## src/logic/lvd_pkg.sv

```systemverilog
package lvd_pkg;
   // Register byte addresses
   localparam logic [7:0] LVD_CTRL_ADDR = 8'h00;
   localparam logic [7:0] LVD_IRQ_STAT_ADDR = 8'h04;
   localparam logic [7:0] LVD_IRQ_CLR_ADDR = 8'h08;
   localparam logic [7:0] LVD_IRQ_EN_ADDR = 8'h0c;
   localparam logic [7:0] LVD_MASK_ADDR = 8'h10;
   // Control register fields
   localparam int LVD_FLAG_BIT = 0;
   localparam int LVD_MODE_BIT = 1;
   localparam int LVD_SRC_BIT = 2;
   localparam int LVD_EN_BIT = 7;
   localparam logic [7:0] LVD_CTRL_RST = 8'h00;
   localparam logic LVD_MASK_RST = 1'b1;
   // Status bits
   localparam int LVD_ST_DETECT = 0;
   localparam int LVD_ST_CHANGE = 1;
   localparam int LVD_ST_W = 2;
   // Stabilisation time, informative for software
   localparam int LVD_CLK_MHZ = 40;
   localparam int LVD_STAB_US = 10;
   localparam int LVD_STAB_CYC = LVD_STAB_US * LVD_CLK_MHZ;
endpackage

```

## src/logic/lvd_detector.sv

```systemverilog
`timescale 1ns/1ps
// Summary of operation
// - Control bit 2 selects the external detect input as the compared source.
// - Control bit 7 enables detection when 1 and halts it when 0.
// - Control bit 0 is a read-only flag: input at or above the level.
// - Control bit 1 selects the action; 0 raises an interrupt on detection.
module lvd_detector
   import lvd_pkg::*;
(
   // Clock and reset
   input wire logic clk_in,
   input wire logic arst_n_in,
   // APB slave
   input wire logic psel_in,
   input wire logic penable_in,
   input wire logic pwrite_in,
   input wire logic [7:0] paddr_in,
   input wire logic [31:0] pwdata_in,
   output logic [31:0] prdata_out,
   output logic pready_out,
   output logic pslverr_out,
   // Comparator outputs, asynchronous
   input wire logic ext_above_in,
   input wire logic supply_above_in,
   // Interrupt
   output logic irq_out
);
   logic [7:0] ctrl;
   logic mask;
   logic [LVD_ST_W-1:0] stat;
   logic [LVD_ST_W-1:0] irq_en;
   logic [2:0] ext_sync;
   logic [2:0] sup_sync;
   logic ext_lvl;
   logic sup_lvl;
   logic flag;
   logic flag_q;
   logic flag_valid;
   logic wr_acc;
   logic crossing;
   logic [LVD_ST_W-1:0] set_ev;
   logic [LVD_ST_W-1:0] clr_ev;

   // Gated by pready so a stalled access cannot write twice
   assign wr_acc = psel_in && penable_in && pwrite_in && pready_out;

   // Three-stage synchronisers; change accepted when stages 2 and 3 agree
   always_ff @(posedge clk_in or negedge arst_n_in) begin
      if (!arst_n_in) begin
         ext_sync <= 3'h0;
         sup_sync <= 3'h0;
         ext_lvl <= 1'b0;
         sup_lvl <= 1'b0;
      end else begin
         ext_sync <= {ext_sync[1:0], ext_above_in};
         sup_sync <= {sup_sync[1:0], supply_above_in};
         if (ext_sync[1] == ext_sync[2]) begin
            ext_lvl <= ext_sync[2];
         end
         if (sup_sync[1] == sup_sync[2]) begin
            sup_lvl <= sup_sync[2];
         end
      end
   end

   // Source mux, supply while the select bit is 0
   assign flag = ctrl[LVD_SRC_BIT] ? ext_lvl : sup_lvl;

   // Control register; bit 0 never stored, so writes to it are ignored
   always_ff @(posedge clk_in or negedge arst_n_in) begin
      if (!arst_n_in) begin
         ctrl <= LVD_CTRL_RST;
      end else begin
         if (wr_acc && paddr_in == LVD_CTRL_ADDR) begin
            ctrl <= {pwdata_in[7:1], 1'b0};
         end else begin
            ctrl[LVD_FLAG_BIT] <= ctrl[LVD_EN_BIT] && flag;
         end
      end
   end

   // Interrupt mask, set at reset so enabling starts masked
   always_ff @(posedge clk_in or negedge arst_n_in) begin
      if (!arst_n_in) begin
         mask <= LVD_MASK_RST;
      end else if (wr_acc && paddr_in == LVD_MASK_ADDR) begin
         mask <= pwdata_in[0];
      end
   end

   // Edge history only meaningful one cycle after enable
   always_ff @(posedge clk_in or negedge arst_n_in) begin
      if (!arst_n_in) begin
         flag_q <= 1'b0;
         flag_valid <= 1'b0;
      end else begin
         flag_q <= flag;
         flag_valid <= ctrl[LVD_EN_BIT];
      end
   end

   assign crossing = ctrl[LVD_EN_BIT] && flag_valid
                     && (flag != flag_q);
   assign set_ev[LVD_ST_DETECT] = crossing
                                  && !ctrl[LVD_MODE_BIT];
   assign set_ev[LVD_ST_CHANGE] = crossing;
   assign clr_ev = (wr_acc && paddr_in == LVD_IRQ_CLR_ADDR) ?
                   pwdata_in[LVD_ST_W-1:0] : '0;

   // Sticky status; a set in the clearing cycle wins
   generate
      for (genvar i = 0; i < LVD_ST_W; i++) begin : g_stat
         always_ff @(posedge clk_in or negedge arst_n_in) begin
            if (!arst_n_in) begin
               stat[i] <= 1'b0;
            end else if (set_ev[i]) begin
               stat[i] <= 1'b1;
            end else if (clr_ev[i]) begin
               stat[i] <= 1'b0;
            end
         end
      end
   endgenerate

   always_ff @(posedge clk_in or negedge arst_n_in) begin
      if (!arst_n_in) begin
         irq_en <= '0;
      end else if (wr_acc && paddr_in == LVD_IRQ_EN_ADDR) begin
         irq_en <= pwdata_in[LVD_ST_W-1:0];
      end
   end

   // Request flag reaches the pin only while unmasked
   always_ff @(posedge clk_in or negedge arst_n_in) begin
      if (!arst_n_in) begin
         irq_out <= 1'b0;
      end else begin
         irq_out <= !mask && |(stat & irq_en);
      end
   end

   // APB: zero wait states, error on unmapped address
   always_ff @(posedge clk_in or negedge arst_n_in) begin
      if (!arst_n_in) begin
         prdata_out <= 32'h0;
         pready_out <= 1'b0;
         pslverr_out <= 1'b0;
      end else begin
         pready_out <= psel_in && !penable_in;
         pslverr_out <= 1'b0;
         prdata_out <= 32'h0;
         if (psel_in && !penable_in) begin
            case (paddr_in)
               LVD_CTRL_ADDR: prdata_out <= {24'h0, ctrl};
               LVD_IRQ_STAT_ADDR: prdata_out <= {30'h0, stat};
               LVD_IRQ_CLR_ADDR: prdata_out <= 32'h0;
               LVD_IRQ_EN_ADDR: prdata_out <= {30'h0, irq_en};
               LVD_MASK_ADDR: prdata_out <= {31'h0, mask};
               default: pslverr_out <= 1'b1;
            endcase
         end
      end
   end

   // Assertions
   property p_flag_off;
      @(posedge clk_in) disable iff (!arst_n_in)
      !ctrl[LVD_EN_BIT] && !(wr_acc && paddr_in == LVD_CTRL_ADDR)
         |=> !ctrl[LVD_FLAG_BIT];
   endproperty
   a_flag_off: assert property (p_flag_off)
      else $error("flag set while off");

   property p_flag_src;
      @(posedge clk_in) disable iff (!arst_n_in)
      ctrl[LVD_EN_BIT] && ctrl[LVD_SRC_BIT] && $stable(ctrl[7:1])
         && !wr_acc |=> ctrl[LVD_FLAG_BIT] == $past(ext_lvl);
   endproperty
   a_flag_src: assert property (p_flag_src)
      else $error("flag not ext");

   property p_stop;
      @(posedge clk_in) disable iff (!arst_n_in)
      wr_acc && paddr_in == LVD_CTRL_ADDR && pwdata_in[7:0] == 8'h00
         |=> ctrl == 8'h00;
   endproperty
   a_stop: assert property (p_stop)
      else $error("stop write failed");

   property p_detect;
      @(posedge clk_in) disable iff (!arst_n_in)
      crossing && !ctrl[LVD_MODE_BIT] |=> stat[LVD_ST_DETECT];
   endproperty
   a_detect: assert property (p_detect)
      else $error("missed detect");

   property p_no_irq_mode1;
      @(posedge clk_in) disable iff (!arst_n_in)
      !stat[LVD_ST_DETECT] && ctrl[LVD_MODE_BIT]
         |=> !stat[LVD_ST_DETECT];
   endproperty
   a_no_irq_mode1: assert property (p_no_irq_mode1)
      else $error("mode 1 irq");

   property p_mask;
      @(posedge clk_in) disable iff (!arst_n_in)
      mask |=> !irq_out;
   endproperty
   a_mask: assert property (p_mask)
      else $error("irq while masked");

   property p_clear;
      @(posedge clk_in) disable iff (!arst_n_in)
      clr_ev[0] && !set_ev[0] |=> !stat[0];
   endproperty
   a_clear: assert property (p_clear)
      else $error("clear failed");

   property p_ro;
      @(posedge clk_in) disable iff (!arst_n_in)
      wr_acc && paddr_in == LVD_CTRL_ADDR |=> !ctrl[LVD_FLAG_BIT];
   endproperty
   a_ro: assert property (p_ro)
      else $error("flag writable");
endmodule

```

## config.mk

```make
export PLATFORM = sky130hd
export DESIGN_NAME = lvd_detector
export DESIGN_NICKNAME = d
export VERILOG_FILES = /design/src/logic/lvd_pkg.sv /design/src/logic/lvd_detector.sv
export SDC_FILE = /design/constraint.sdc
export NUM_CORES = 1
export LEC_CHECK = 0
export BUFFER_PORTS_ARGS = -buffer_cell sky130_fd_sc_hd__buf_4
export CAP_MARGIN = 5
export CELL_PAD_IN_SITES_DETAIL_PLACEMENT = 1
export CELL_PAD_IN_SITES_GLOBAL_PLACEMENT = 1
export CORE_ASPECT_RATIO = 1.75
export CORE_MARGIN = 1.5
export CORE_UTILIZATION = 33
export DETAILED_ROUTE_END_ITERATION = 6
export HOLD_SLACK_MARGIN = 0.02
export PLACE_DENSITY = 0.81
export SYNTH_ARGS = -nofsm -noshare
export SYNTH_HDL_FRONTEND = slang
export SYNTH_SLANG_ARGS = --single-unit
```

## constraint.sdc

```tcl
create_clock -name clk_in -period 2.23 [get_ports clk_in]
set_clock_uncertainty 0.1 [all_clocks]
set_input_delay 0.446 -clock clk_in [delete_from_list [all_inputs] [get_ports clk_in]]
set_output_delay 0.446 -clock clk_in [all_outputs]
set_load 0.005 [all_outputs]
```

Word level (Yosys, flattened, before mapping). Index checks and enable logic that the tools add are counted.

Register bits: 58. Word-level logic and storage cells: 56. Bits of input ports: 47. Output and inout bits: 35.

Reductions and logical operators: 21. Bitwise logic cells: 1. Muxes and demuxes: 11. Equality and inequality tests: 7.

Operators with widths (count): $mux 32 (1); $pmux 8 s4 (1); $eq 8x4->1 const B (2); $logic_and 1x1->1 (13); $eq 8x3->1 const B (1); $eq 8x5->1 const B (1); $logic_not 8->1 (1); $mux 1 (8); $reduce_or 5->1 (1); $reduce_bool 2->1 (2); $logic_not 1->1 (3); $and 2x2->2 (1); $eq 1x1->1 (2); $mux 2 (1); $reduce_or 2->1 (1); $ne 1x1->1 (1).

Depth between registers and ports, before layout.
Depth in word-level cells: 7. Depth in mapped cells: 5. Depth with buffers taken out: 3.

Least setup slack after synthesis. Ideal clock, no wire load.

Path kind: input to register. Start point: input port paddr_in[7]. End point: register ctrl[1]. Setup slack: -0.011 ns. Path buffers: 2. Setup time: 0.125 ns. Stages: 5. Arrival: 2.016 ns. Data required time: 2.005 ns. Cell sequence: or4_1 > buf_2 > or4_4 > buf_6 > mux2_4.

Cells in the longest elaborated chain, start to end: 2.

RTL lines: from (decl) (RTL line lvd_detector.sv:17) `input wire logic [7:0] paddr_in,`; $logic_not 8->1 (RTL line lvd_detector.sv:74) `if (wr_acc && paddr_in == LVD_CTRL_ADDR) begin`; $logic_and 1x1->1 (RTL line lvd_detector.sv:74); to (signal assigned) (RTL line lvd_detector.sv:75) `ctrl <= {pwdata_in[7:1], 1'b0};`; to (signal, indexed assignment) (RTL line lvd_detector.sv:77) `ctrl[LVD_FLAG_BIT] <= ctrl[LVD_EN_BIT] && flag;`; to (decl) (RTL line lvd_detector.sv:28) `logic [7:0] ctrl;`.

No other way between the ends. A chain may end at the register's enable or synchronous reset.

Worst setup path after layout.
Start point: input port paddr_in[7]. End point: register ctrl[5].

Same word-level chain as after synthesis.

==> metrics.yaml <==
yosys:
  synthFlopType: "dfrtp_1"
  syn_avg_cell_area_um2: 12.9
  synth_edf_count: 0
  yosysUniqueCellTypes: 31
  ys.warnings.count: 0
  syn_inst: 117
  ys_seq_elements: 34
  synthArstFlopShare_pct: 100
  synth_area_mm2: 0.00151
  yosysSeqAreaShare_pct: 56.6
pwr:
  p_comb_share_pct: 7.9
  power_density_mw_per_mm2: 630
  p_leak_nw: 0.928
  ir_worst_vdd_mv: 0.303
  p_sw_mw: 0.259
  power_mw: 1.15
  clkPwrFrac_pct: 36.6
  internal_power_mw: 0.891
  p_seq_share_pct: 55.5
  sw_frac_of_total_pct: 22.5
setup_path:
  rrSetupSlack_ns: 0.48
  rr_worst_depth: 3
  required_ns: 2.29
  r2r_end: "ctrl[5]"
  worstPathArrival_ns: 2.06
  critPathMaxFanout: 8
  worstSetupStartpointType: "input pin"
  endpoint_kind: "flip-flop"
  r2r_start: "pready_out"
  worstSetupPathType: "input pin to flip-flop"
  endpoint: "ctrl[5]"
  worstSetupStartpoint: "paddr_in[7]"
clock_network:
  cts_buffers: 5
  clk_latency_ns: 0.28
  clock_sinks: 34
  cts_tree: "yes"
  clk_root_buffer_cell: "clkbuf_8"
  path_clk_slew_ns: 0.06
  clk_path_buf_depth: 2
  cts_resized: 0
  htreeDepth: 2
drt:
  num_vias: 962
  drt_iter0_drc: 28
  routed_wl_um: 2900
  wire_per_inst_um: 13.9
  drc: 0
  firstDrtPassIters: 4
  final_antenna_net_count: 0
  routed_via_density: 4.60
cells_and_area:
  layout_commonest_cell: "buf_4"
  drive_gt1_share_pct: 40.5
  final_util_pct: 41.5
  area_growth_pct: 21.3
  n_antenna_cell: 0
  final_cell_mix: "37 x buf_4, 33 x dfrtp_1, 24 x conb_1"
  design_area_mm2: 0.00183
  nets: 204
sta:
  hold_viol: 0
  min_period_ns: 2.00
  min_period_over_period_pct: 89.8
  rsz0062_at_grt: "false"
  finalSetupViolCount: 0
  setup-tns-final_ns: 0
  fmax_ghz: 0.500
  final-max-slew-violation-count: 0
  timing.final.ws_setup_ns: 0.228
placed_design:
  numPortBuffers: 33
  dp_hpwl_um: 2250
  place_area_mm2: 0.00173
  place.gp.congestion: 0.784
  post-place-ws_ns: -0.0638
grt:
  grt_overflow: 0
  track_usage_pct: 12.7
  first_global_vias: 1034
  grt_antenna_before_repair: 0
  grt_max_degree: 35
  grt_pass1_wl_um: 4600
floorplan:
  core_mm2: 0.00440
  start_util_pct: 34.2
  die_x_um: 54.1
  rows: 32
  die_h_um: 92.4
  io_pins: 82
  dieArea_mm2: 0.00500
outcome:
  status: "completed"
run:
  cap_violations: 0
min_path:
  holdCritPathClass: "input pin to flip-flop"
==> registers in the layout, indices dropped and copies added (netlist names) <==
| signal | cells |
|---|---|
| ctrl | 8 |
| ext_lvl | 1 |
| ext_sync | 3 |
| flag_q | 1 |
| flag_valid | 1 |
| irq_en | 2 |
| irq_out | 1 |
| mask | 1 |
| prdata_out | 8 |
| pready_out | 1 |
| pslverr_out | 1 |
| stat | 2 |
| sup_lvl | 1 |
| sup_sync | 3 |
==> cells in the mapped netlist (all sizes together), types with 2 or more instances <==
| master | count | area share [%] |
|---|---|---|
| a22oi | 2 | 1.0 |
| and2 | 6 | 2.5 |
| buf | 26 | 13 |
| clkbuf | 2 | 0.50 |
| dfrtp | 33 | 55 |
| maj3 | 2 | 1.3 |
| mux2 | 14 | 12 |
| nand2 | 3 | 0.75 |
| nand3b | 3 | 1.5 |
| nor2 | 3 | 0.75 |
| nor4 | 4 | 1.7 |
| o41ai | 2 | 1.2 |
| or2 | 2 | 0.83 |
| or4 | 2 | 1.2 |
==> critical path, cell delays in order <==
cell and delay (ns):
buf_4 0.11, or4_4 0.56, or4_4 0.61, mux2_4 0.33
==> logic make-up after synthesis <==
logic type | after synthesis | synth area share, %
simple gates | 29 | 12.0
compound gates | 8 | 3.90
fa+ha+maj | 2 | 1.33
other cells | 1 | 0.249
flops | 34 | 56.6
mux | 14 | 12.2
buf+inv | 29 | 13.8
==> worst min-delay path by stage <==
stage / startpoint / end / slack [ns] / cells past startpoint
2_1_floorplan: arst_n_in / ctrl[0] / 0.05 / 0
3_3_place_gp: sup_sync[0] / sup_sync[1] / 0.24 / 0
3_5_place_dp: ext_sync[0] / ext_sync[1] / 0.24 / 0
4_1_cts: supply_above_in / sup_sync[0] / 0.16 / 1
5_1_grt: supply_above_in / sup_sync[0] / 0.16 / 1
6_report: supply_above_in / sup_sync[0] / 0.17 / 1
==> per-stage QoR <==
step | hold WS [ns] | instances
after floorplan | 0.0504 | 140
after global placement | 0.235 | 200
after detailed placement | 0.236 | 200
after CTS | 0.162 | 209
after global routing | 0.159 | 209
final | 0.175 | 209
==> power by group through the flow <==
stage          logic, mW  registers [mW]  clock network, mW
2_1_floorplan     0.0658           0.647                  0
3_5_place_dp      0.0898           0.650                  0
4_1_cts           0.0915           0.638              0.438
6_report          0.0909           0.638              0.421
3_3_place_gp      0.0851           0.648                  0
5_1_grt            0.101           0.639              0.468
==> timing repair <==
action,CTS,global route
setup buffers,0,0
hold endpoints to repair,33,0
hold buffers,1,0
==> metal layers <==
metal	wire (µm)	GRT usage [%]	up-vias
met2	1650	22.6	49
met5	0	0	-
met4	59	6.25	0
met3	214	3.87	7
li1	-	-	433
met1	980	12.6	473
==> cell type report <==
type	instances	area, µm²
fill	493	2580
sequential	34	852
multi-input combinational	77	537
timing repair buffer	38	288
clock buffer	6	72.6
tap	51	63.8
clock inverter	2	10.0
inverter	1	3.75
Power figures use the tool's default switching activity.
